$ cat src/verilog/ee_pkg.sv
package ee_pkg;
  localparam int CLK_PERIOD_NS = 4;
  localparam int SELF_TIMED_WRITE_TIME_NS = 5000000;
  // Longest time, so the cycle count rounds down
  localparam int WR_CYCLES_DFLT = SELF_TIMED_WRITE_TIME_NS / CLK_PERIOD_NS;
  // Device type code; the value is arbitrary
  localparam logic [3:0] DEV_TYPE_ID = 4'h5;
  localparam logic [3:0] SLOT_ACK = 4'h8;
  localparam logic [3:0] SLOT_POST_ACK = 4'h9;
  localparam logic [3:0] SLOT_STOP = 4'h1;
  localparam logic [3:0] SLOT_FIRST = 4'h0;
  localparam logic [3:0] PAGE_LAST = 4'hf;
  localparam logic [9:0] ADDR_RST = 10'h000;
  localparam logic [4:0] NBYTES_RST = 5'h00;
  localparam int SEL_ID_MSB = 7;
  localparam int SEL_ID_LSB = 4;
  localparam int SEL_CE_BIT = 3;
  localparam int SEL_AHI_MSB = 2;
  localparam int SEL_AHI_LSB = 1;
  localparam int SEL_RW_BIT = 0;
  localparam int PAGE_BYTES = 16;

  typedef enum logic [2:0] {
    SM_IDLE = 3'h0,
    SM_SEL = 3'h1,
    SM_WADDR = 3'h2,
    SM_WDATA = 3'h3,
    SM_RDATA = 3'h4,
    SM_COMMIT = 3'h5,
    SM_WAIT = 3'h6
  } ee_state_t;
endpackage

$ cat src/verilog/ee_slave.sv
`timescale 1ns/10ps
module ee_slave #(
  parameter int WR_CYCLES = ee_pkg::WR_CYCLES_DFLT
) (
  input wire logic ref_clk,
  input wire logic rst_n,
  input wire logic scl_in,
  input wire logic sda_in,
  output logic sda_out,
  output logic sda_oe,
  input wire logic chip_enable_strap,
  input wire logic write_protect_in,
  output logic [9:0] mem_addr,
  output logic [7:0] mem_wdata,
  output logic mem_we,
  input wire logic [7:0] mem_rdata,
  output logic busy
);
  localparam int TW_W = $clog2(WR_CYCLES + 1);

  generate
    if (WR_CYCLES < 1) begin : g_bad_cycles
      $error("WR_CYCLES must be at least one");
    end
  endgenerate

  function automatic logic sel_match(input logic [7:0] b, input logic ce);
    sel_match = (b[ee_pkg::SEL_ID_MSB:ee_pkg::SEL_ID_LSB] == ee_pkg::DEV_TYPE_ID) &&
                (b[ee_pkg::SEL_CE_BIT] == ce);
  endfunction

  logic scl_m_r, scl_s_r, scl_d_r;
  logic sda_m_r, sda_s_r, sda_d_r;
  logic ce_m_r, ce_s_r, wp_m_r, wp_s_r;
  ee_pkg::ee_state_t state_r;
  logic [3:0] bit_cnt_r;
  logic [7:0] rx_sh_r, tx_sh_r;
  logic rw_r;
  logic [1:0] addr_hi_r;
  logic [9:0] addr_cnt_r;
  logic [3:0] cidx_r;
  logic [TW_W-1:0] tw_cnt_r;
  logic [7:0] buf_r [ee_pkg::PAGE_BYTES];
  logic [ee_pkg::PAGE_BYTES-1:0] mask_r;
  logic [3:0] pg_off_r, last_off_r;
  logic [4:0] nbytes_r;
  logic scl_rise, scl_fall, start_det, stop_det, in_wr_cycle, take_byte, load_addr, stop_write;

  // Second stage feeds the edge detectors, the bit sampling and the strap/protect logic; first stage is never read elsewhere
  always_ff @(posedge ref_clk or negedge rst_n) begin
    if (!rst_n) begin
      scl_m_r <= 1'b1;
      scl_s_r <= 1'b1;
      scl_d_r <= 1'b1;
      sda_m_r <= 1'b1;
      sda_s_r <= 1'b1;
      sda_d_r <= 1'b1;
      ce_m_r <= 1'b0;
      ce_s_r <= 1'b0;
      wp_m_r <= 1'b0;
      wp_s_r <= 1'b0;
    end else begin
      scl_m_r <= scl_in;
      scl_s_r <= scl_m_r;
      scl_d_r <= scl_s_r;
      sda_m_r <= sda_in;
      sda_s_r <= sda_m_r;
      sda_d_r <= sda_s_r;
      ce_m_r <= chip_enable_strap;
      ce_s_r <= ce_m_r;
      wp_m_r <= write_protect_in;
      wp_s_r <= wp_m_r;
    end
  end

  assign scl_rise = scl_s_r && !scl_d_r;
  assign scl_fall = !scl_s_r && scl_d_r;
  assign start_det = scl_s_r && scl_d_r && sda_d_r && !sda_s_r;
  assign stop_det = scl_s_r && scl_d_r && !sda_d_r && sda_s_r;
  assign in_wr_cycle = (state_r == ee_pkg::SM_COMMIT) || (state_r == ee_pkg::SM_WAIT);
  // Protect input only gates data bytes of a write
  assign take_byte = (state_r == ee_pkg::SM_WDATA) && scl_fall &&
                     (bit_cnt_r == ee_pkg::SLOT_ACK) && !wp_s_r;
  assign load_addr = (state_r == ee_pkg::SM_WADDR) && scl_fall && (bit_cnt_r == ee_pkg::SLOT_ACK);
  // The stop's own SCL rise has already counted slot one of the next byte
  assign stop_write = stop_det && (state_r == ee_pkg::SM_WDATA) &&
                      (bit_cnt_r == ee_pkg::SLOT_STOP) &&
                      (nbytes_r != ee_pkg::NBYTES_RST) && !wp_s_r;

  always_ff @(posedge ref_clk or negedge rst_n) begin
    if (!rst_n) begin
      state_r <= ee_pkg::SM_IDLE;
      bit_cnt_r <= ee_pkg::SLOT_FIRST;
      rx_sh_r <= 8'h00;
      tx_sh_r <= 8'h00;
      rw_r <= 1'b0;
      addr_hi_r <= 2'h0;
      addr_cnt_r <= ee_pkg::ADDR_RST;
      cidx_r <= 4'h0;
      tw_cnt_r <= '0;
      sda_oe <= 1'b0;
    end else if (state_r == ee_pkg::SM_COMMIT) begin
      sda_oe <= 1'b0;
      cidx_r <= cidx_r + 4'h1;
      if (cidx_r == ee_pkg::PAGE_LAST) begin
        state_r <= ee_pkg::SM_WAIT;
      end
    end else if (state_r == ee_pkg::SM_WAIT) begin
      sda_oe <= 1'b0;
      tw_cnt_r <= tw_cnt_r + 1'b1;
      if (tw_cnt_r == TW_W'(WR_CYCLES - 1)) begin
        state_r <= ee_pkg::SM_IDLE;
        tw_cnt_r <= '0;
        addr_cnt_r <= {addr_cnt_r[9:4], last_off_r} + 10'h001;
      end
    end else if (start_det) begin
      state_r <= ee_pkg::SM_SEL;
      bit_cnt_r <= ee_pkg::SLOT_FIRST;
      sda_oe <= 1'b0;
    end else if (stop_det) begin
      state_r <= stop_write ? ee_pkg::SM_COMMIT : ee_pkg::SM_IDLE;
      cidx_r <= 4'h0;
      sda_oe <= 1'b0;
    end else if (state_r != ee_pkg::SM_IDLE) begin
      if (scl_rise) begin
        if (bit_cnt_r < ee_pkg::SLOT_ACK) begin
          rx_sh_r <= {rx_sh_r[6:0], sda_s_r};
          bit_cnt_r <= bit_cnt_r + 4'h1;
        end else if (bit_cnt_r == ee_pkg::SLOT_ACK) begin
          bit_cnt_r <= ee_pkg::SLOT_POST_ACK;
          if (state_r == ee_pkg::SM_RDATA && sda_s_r) begin
            state_r <= ee_pkg::SM_IDLE;
          end
        end
      end else if (scl_fall) begin
        if (bit_cnt_r == ee_pkg::SLOT_ACK) begin
          case (state_r)
            ee_pkg::SM_SEL: begin
              if (sel_match(rx_sh_r, ce_s_r)) begin
                sda_oe <= 1'b1;
                rw_r <= rx_sh_r[ee_pkg::SEL_RW_BIT];
                if (!rx_sh_r[ee_pkg::SEL_RW_BIT]) begin
                  addr_hi_r <= rx_sh_r[ee_pkg::SEL_AHI_MSB:ee_pkg::SEL_AHI_LSB];
                end
              end else begin
                state_r <= ee_pkg::SM_IDLE;
              end
            end
            ee_pkg::SM_WADDR: begin
              sda_oe <= 1'b1;
              addr_cnt_r <= {addr_hi_r, rx_sh_r};
            end
            ee_pkg::SM_WDATA: begin
              sda_oe <= !wp_s_r;
            end
            default: begin
              sda_oe <= 1'b0;
            end
          endcase
        end else if (bit_cnt_r == ee_pkg::SLOT_POST_ACK) begin
          bit_cnt_r <= ee_pkg::SLOT_FIRST;
          sda_oe <= 1'b0;
          case (state_r)
            ee_pkg::SM_SEL: begin
              state_r <= rw_r ? ee_pkg::SM_RDATA : ee_pkg::SM_WADDR;
            end
            ee_pkg::SM_WADDR: begin
              state_r <= ee_pkg::SM_WDATA;
            end
            default: begin
              state_r <= state_r;
            end
          endcase
          // Counter moves on at load, so the next byte is ready before the ack
          if ((state_r == ee_pkg::SM_SEL && rw_r) || state_r == ee_pkg::SM_RDATA) begin
            tx_sh_r <= mem_rdata;
            sda_oe <= !mem_rdata[7];
            addr_cnt_r <= addr_cnt_r + 10'h001;
          end
        end else if (state_r == ee_pkg::SM_RDATA) begin
          tx_sh_r <= {tx_sh_r[6:0], 1'b0};
          sda_oe <= !tx_sh_r[6];
        end
      end
    end
  end

  // Page buffer lets the master stream bytes while the array stays untouched
  always_ff @(posedge ref_clk or negedge rst_n) begin
    if (!rst_n) begin
      mask_r <= '0;
      pg_off_r <= 4'h0;
      last_off_r <= 4'h0;
      nbytes_r <= ee_pkg::NBYTES_RST;
      for (int i = 0; i < ee_pkg::PAGE_BYTES; i++) begin
        buf_r[i] <= 8'h00;
      end
    end else if (load_addr) begin
      mask_r <= '0;
      pg_off_r <= rx_sh_r[3:0];
      nbytes_r <= ee_pkg::NBYTES_RST;
    end else if (take_byte) begin
      buf_r[pg_off_r] <= rx_sh_r;
      mask_r[pg_off_r] <= 1'b1;
      last_off_r <= pg_off_r;
      pg_off_r <= pg_off_r + 4'h1;
      if (nbytes_r != 5'h10) begin
        nbytes_r <= nbytes_r + 5'h01;
      end
    end
  end

  // Drains the buffered page to the array, one byte per clock
  always_ff @(posedge ref_clk or negedge rst_n) begin
    if (!rst_n) begin
      mem_addr <= ee_pkg::ADDR_RST;
      mem_wdata <= 8'h00;
      mem_we <= 1'b0;
      busy <= 1'b0;
      sda_out <= 1'b0;
    end else begin
      sda_out <= 1'b0;
      busy <= in_wr_cycle;
      mem_we <= (state_r == ee_pkg::SM_COMMIT) && mask_r[cidx_r];
      mem_wdata <= buf_r[cidx_r];
      mem_addr <= (state_r == ee_pkg::SM_COMMIT) ? {addr_cnt_r[9:4], cidx_r} : addr_cnt_r;
    end
  end

  property p_stop_write;
    @(posedge ref_clk) disable iff (!rst_n)
    stop_write && !in_wr_cycle |=> state_r == ee_pkg::SM_COMMIT ##16 state_r == ee_pkg::SM_WAIT;
  endproperty
  a_stop_write: assert property (p_stop_write) else $error("Write cycle not started");

  property p_stop_nowrite;
    @(posedge ref_clk) disable iff (!rst_n)
    stop_det && !stop_write && !in_wr_cycle |=> state_r == ee_pkg::SM_IDLE && !sda_oe;
  endproperty
  a_stop_nowrite: assert property (p_stop_nowrite) else $error("Stray stop started write");

  property p_busy_quiet;
    @(posedge ref_clk) disable iff (!rst_n)
    in_wr_cycle && start_det |=> !sda_oe && $stable(bit_cnt_r);
  endproperty
  a_busy_quiet: assert property (p_busy_quiet) else $error("Bus served during write");

  property p_wp_nack;
    @(posedge ref_clk) disable iff (!rst_n)
    state_r == ee_pkg::SM_WDATA && scl_fall && bit_cnt_r == ee_pkg::SLOT_ACK && wp_s_r
      |=> !sda_oe && $stable(mask_r);
  endproperty
  a_wp_nack: assert property (p_wp_nack) else $error("Protected byte acknowledged");

  property p_we_in_commit;
    @(posedge ref_clk) disable iff (!rst_n)
    mem_we |-> $past(state_r) == ee_pkg::SM_COMMIT;
  endproperty
  a_we_in_commit: assert property (p_we_in_commit) else $error("Array written outside cycle");

  property p_sel;
    @(posedge ref_clk) disable iff (!rst_n)
    state_r == ee_pkg::SM_SEL && scl_fall && bit_cnt_r == ee_pkg::SLOT_ACK
      |=> sda_oe == sel_match($past(rx_sh_r), ce_s_r) &&
          (sda_oe || state_r == ee_pkg::SM_IDLE);
  endproperty
  a_sel: assert property (p_sel) else $error("Select answer wrong");

  property p_addr_load;
    @(posedge ref_clk) disable iff (!rst_n)
    load_addr |=> sda_oe && addr_cnt_r == {addr_hi_r, $past(rx_sh_r)};
  endproperty
  a_addr_load: assert property (p_addr_load) else $error("Word address not taken");

  property p_start;
    @(posedge ref_clk) disable iff (!rst_n)
    start_det && !in_wr_cycle |=> state_r == ee_pkg::SM_SEL && bit_cnt_r == ee_pkg::SLOT_FIRST;
  endproperty
  a_start: assert property (p_start) else $error("Start did not restart");

  property p_rd_nack;
    @(posedge ref_clk) disable iff (!rst_n)
    state_r == ee_pkg::SM_RDATA && scl_rise && bit_cnt_r == ee_pkg::SLOT_ACK && sda_s_r
      |=> state_r == ee_pkg::SM_IDLE && !sda_oe;
  endproperty
  a_rd_nack: assert property (p_rd_nack) else $error("Read went on after nack");

  property p_rd_inc;
    @(posedge ref_clk) disable iff (!rst_n)
    state_r == ee_pkg::SM_SEL && rw_r && scl_fall && bit_cnt_r == ee_pkg::SLOT_POST_ACK
      |=> addr_cnt_r == $past(addr_cnt_r) + 10'h001 && sda_oe == !$past(mem_rdata[7]);
  endproperty
  a_rd_inc: assert property (p_rd_inc) else $error("Read counter not advanced");

  property p_wait_end;
    @(posedge ref_clk) disable iff (!rst_n)
    state_r == ee_pkg::SM_WAIT && tw_cnt_r == TW_W'(WR_CYCLES - 1)
      |=> state_r == ee_pkg::SM_IDLE && addr_cnt_r == {$past(addr_cnt_r[9:4]), last_off_r} + 10'h001;
  endproperty
  a_wait_end: assert property (p_wait_end) else $error("Counter wrong after write");

  property p_od;
    @(posedge ref_clk) disable iff (!rst_n)
    !sda_out;
  endproperty
  a_od: assert property (p_od) else $error("SDA driven high");

  c_write: cover property (@(posedge ref_clk) disable iff (!rst_n) stop_write);
  c_wp: cover property (@(posedge ref_clk) disable iff (!rst_n) take_byte == 1'b0 && wp_s_r &&
    state_r == ee_pkg::SM_WDATA && scl_fall && bit_cnt_r == ee_pkg::SLOT_ACK);
  c_seq_rd: cover property (@(posedge ref_clk) disable iff (!rst_n)
    state_r == ee_pkg::SM_RDATA && scl_rise && bit_cnt_r == ee_pkg::SLOT_ACK && !sda_s_r);
  c_poll: cover property (@(posedge ref_clk) disable iff (!rst_n) in_wr_cycle && start_det);
endmodule
$ cat config.mk
export PLATFORM = sky130hd
export DESIGN_NAME = ee_slave
export DESIGN_NICKNAME = d
export VERILOG_FILES = /design/src/verilog/ee_pkg.sv /design/src/verilog/ee_slave.sv
export SDC_FILE = /design/constraint.sdc
export NUM_CORES = 1
export LEC_CHECK = 0
export BUFFER_PORTS_ARGS = -buffer_cell sky130_fd_sc_hd__buf_2
export CAP_MARGIN = 20
export CORE_MARGIN = 4
export CORE_UTILIZATION = 32
export CTS_BUF_LIST = sky130_fd_sc_hd__clkbuf_4 sky130_fd_sc_hd__clkbuf_8 sky130_fd_sc_hd__clkbuf_16
export DETAILED_ROUTE_END_ITERATION = 12
export PLACE_DENSITY = 0.57
export SETUP_SLACK_MARGIN = 0.2
export SLEW_MARGIN = 20
export SYNTH_ARGS = -nofsm -noshare
export SYNTH_HDL_FRONTEND = slang
export SYNTH_SLANG_ARGS = --single-unit
$ cat constraint.sdc
create_clock -name ref_clk -period 2.69 [get_ports ref_clk]
set_input_delay 0.807 -clock ref_clk [delete_from_list [all_inputs] [get_ports ref_clk]]
set_output_delay 0.807 -clock ref_clk [all_outputs]
set_load 0.005 [all_outputs]
==> flow_summary.toml <==
[routing]
drtIter0Drc = 498
drtAntennaViolNets = 0
routed_wirelength_mm = 29.0
wire_per_inst_um = 18.8
via_per_inst = 5.26
dr.pass1.iters = 5
num_vias = 8096
drc = 0

[timing]
clock_skew_ns = 0.0158
hold_viol_final = 0
fin_setup_tns_ns = 0
fmax_mhz = 409
worst-slew-pin-transition_ns = 0.861
drv_slew = 0
final.period_utilization_pct = 90.8
rsz0062_at_grt = "true"
min_period_ns = 2.44
fin_hold_ws_ns = 0.160
setup_viol = 0
relSlewSlack_pct = 42.6

[critical_path]
cp_max_fo = 6
arrival_ns = 2.87
cpLargestDelayFamily = "compound AO/OA/AOI/OAI gates"
crit_start = "bit_cnt_r[1]$_DFFE_PN0P_"
worstSetupPathType = "reg -> reg"
worst_setup_path_end_kind = "register"
cp_slowest_stage_delay_ns = 0.40
crit_required_ns = 3.11
start_kind = "register"
crit_chain = "inv_1 > ha_2 > nor4bb_1 > o21ai_0 > a221oi_2 > nand2_1 > a21oi_2 > mux2_2"
endpoint = "bit_cnt_r[0]$_DFFE_PN0P_"
crit_slowest_cell = "dfrtp_1"
path_depth = 8
r2r-start = "bit_cnt_r[1]$_DFFE_PN0P_"
rr_worst_depth = 8
r2r_slack_ns = 0.25
path_buf_inv = 1
reg2reg_to = "bit_cnt_r[0]$_DFFE_PN0P_"

[yosys]
syn_avg_cell_area_um2 = 12.1
synth_edf_count = 0
synth_compound_area_share_pct = 9.74
synth_ff_type = "dfrtp_1"
yosysWarnings = 0
synth-seq-cells = 248
synth_seq_area_share_pct = 52.0
synth-simple-area-share_pct = 10.5
synthAdderAreaFrac_pct = 1.67
synth_cell_types = 75
netlist_instances = 992
synthesis.nets = 1022
synthMuxAreaShare_pct = 21.2
ys_async_sr_fraction_pct = 100
synth-xor-area-share_pct = 1.98
synth_top_family_by_area = "multiplexers"
synth_area_um2 = 12000

[status]
status = "finished clean"

[pwr]
power.density_nw_per_um2 = 701
ir_drop_mv = 0.488
leakagePower_uw = 0.00660

[layout]
layout_common_cells = "240 x dfrtp_1, 153 x mux2_2, 71 x nand2_1"
layout_commonest_cell = "dfrtp_1"
nNetsFinal = 1082
drive_above_1_share_pct = 34.2
syn_to_final_growth_pct = 16.4
antennaDiodeCount = 0

[cts]
cts_buffers = 27
clk_latency_ns = 0.55
clk_path_buf_depth = 3
cts-root-buf = "clkbuf_16"
htree_levels = 1
cts_sinks = 248
tritoncts = "done"
path_clk_slew_ns = 0.06

[floorplanning]
die_w_um = 201
rows = 70
die_area_um2 = 40500
pin_count = 36
die-height_um = 201
initial_core_util_pct = 32.6
design.core.area_um2 = 36700

[place]
place_hpwl_mm = 18.7
port_buffers = 34
gp_congestion = 0.859

[global_route]
antenna_found_initial = 1
grt_pass1_wl_mm = 47.1
grt_max_degree = 76
grtUsageTotal_pct = 14.1
grt_pass1_vias = 8332
gr-total-overflow = 0

[run]
cap_violations = 0

[worst_hold_path]
min-delay-path-class = "in -> async"
[power breakdown]
part / internal, µW / total [µW] / switching, µW / leakage [µW]
clock network: 2160 / 3700 / 1540 / 0.000449
registers: 3910 / 4280 / 365 / 0.00338
logic: 687 / 1780 / 1090 / 0.00277
[cells by family after synthesis]
logic type | count (synthesis)
simple gates | 233
compound gates | 180
buf+inv | 79
fa+ha+maj | 16
flops | 248
mux | 208
other cells | 1
xor+xnor | 27
[Yosys cell counts (all sizes together) (3+ instances only)]
master	count	area share (%)
o211ai	5	0.31
nor3	16	1.1
a41oi	3	0.22
xor2	17	1.2
ha	16	1.7
or3	4	0.25
and3	6	0.32
nor4b	3	0.22
nor2b	6	0.31
mux2i	34	2.8
nand3b	5	0.35
dfstp	6	1.3
and2	6	0.31
xnor2	10	0.73
clkbuf	43	1.6
o21ai	67	2.9
buf	16	0.64
a22oi	10	0.63
a221oi	10	0.73
mux4	21	4.0
a21oi	26	1.1
or2	4	0.21
nor4	3	0.16
inv	20	0.63
nand3	19	0.80
nor2	49	1.8
nand2b	5	0.26
dfrtp	242	51
o31ai	8	0.50
nand2	76	2.4
nand4	16	0.84
a31oi	11	0.63
mux2	153	14
a21o	17	1.1
[through the flow]
step           power, µW  util, %  instance area (µm²)  setup WS (ns)  cells
2_1_floorplan       5410        -                12000          0.216    992
3_3_place_gp        6060     35.1                12900          0.128   1485
3_5_place_dp        6090     35.1                12900          0.117   1485
4_1_cts             9850     37.6                13800          0.186   1532
5_1_grt            10300     37.9                13900         0.0603   1538
6_report            9750     37.9                13900          0.246   1538
[timing repair]
action	in CTS	in global routing
gates cloned	0	2
endpoints found under the setup margin	44	138
buffers inserted	0	4
pin swaps	0	4
resized for setup	5	21
hold buffers	0	0
[metal layers]
layer  GRT usage [%]  up-vias  share of wire [%]
met5               0        -              0.045
met4            2.86        2                1.7
met3            2.30       43                4.3
met2            23.6      155                 47
met1            19.4     4171                 46
li1                -     3725                  -
[final cells by class]
cell class	count	area [µm²]
Clock inverter	10	96.3
Inverter	20	75.1
Tap cell	468	586
Fill cell	3512	22800
Multi-Input combinational cell	666	5480
Clock buffer	37	795
Sequential cell	248	6220
Timing Repair Buffer	89	666
[worst min-delay path by stage]
stage	depth (start not counted)	slack, ns	start	to
finish	1	0.16	rst_n	tw_cnt_r[9]$_DFFE_PN0P_
global route	1	0.18	rst_n	mem_addr[7]$_DFF_PN0_
CTS	1	0.16	rst_n	mem_addr[7]$_DFF_PN0_
detailed placement	0	0.34	wp_m_r$_DFF_PN0_	wp_s_r$_DFF_PN0_
global placement	0	0.34	ce_m_r$_DFF_PN0_	ce_s_r$_DFF_PN0_
floorplan	0	0.33	ce_m_r$_DFF_PN0_	ce_s_r$_DFF_PN0_
[state kept, by name, indices dropped and copies added (netlist names), 2 cells and up]
name	flops
addr_cnt_r	10
addr_hi_r	2
bit_cnt_r	4
buf_r	128
cidx_r	4
last_off_r	4
mask_r	16
mem_addr	10
mem_wdata	8
nbytes_r	5
pg_off_r	4
rx_sh_r	8
state_r	3
tw_cnt_r	21
tx_sh_r	7
Note: power is estimated with default switching activity, not from simulation.
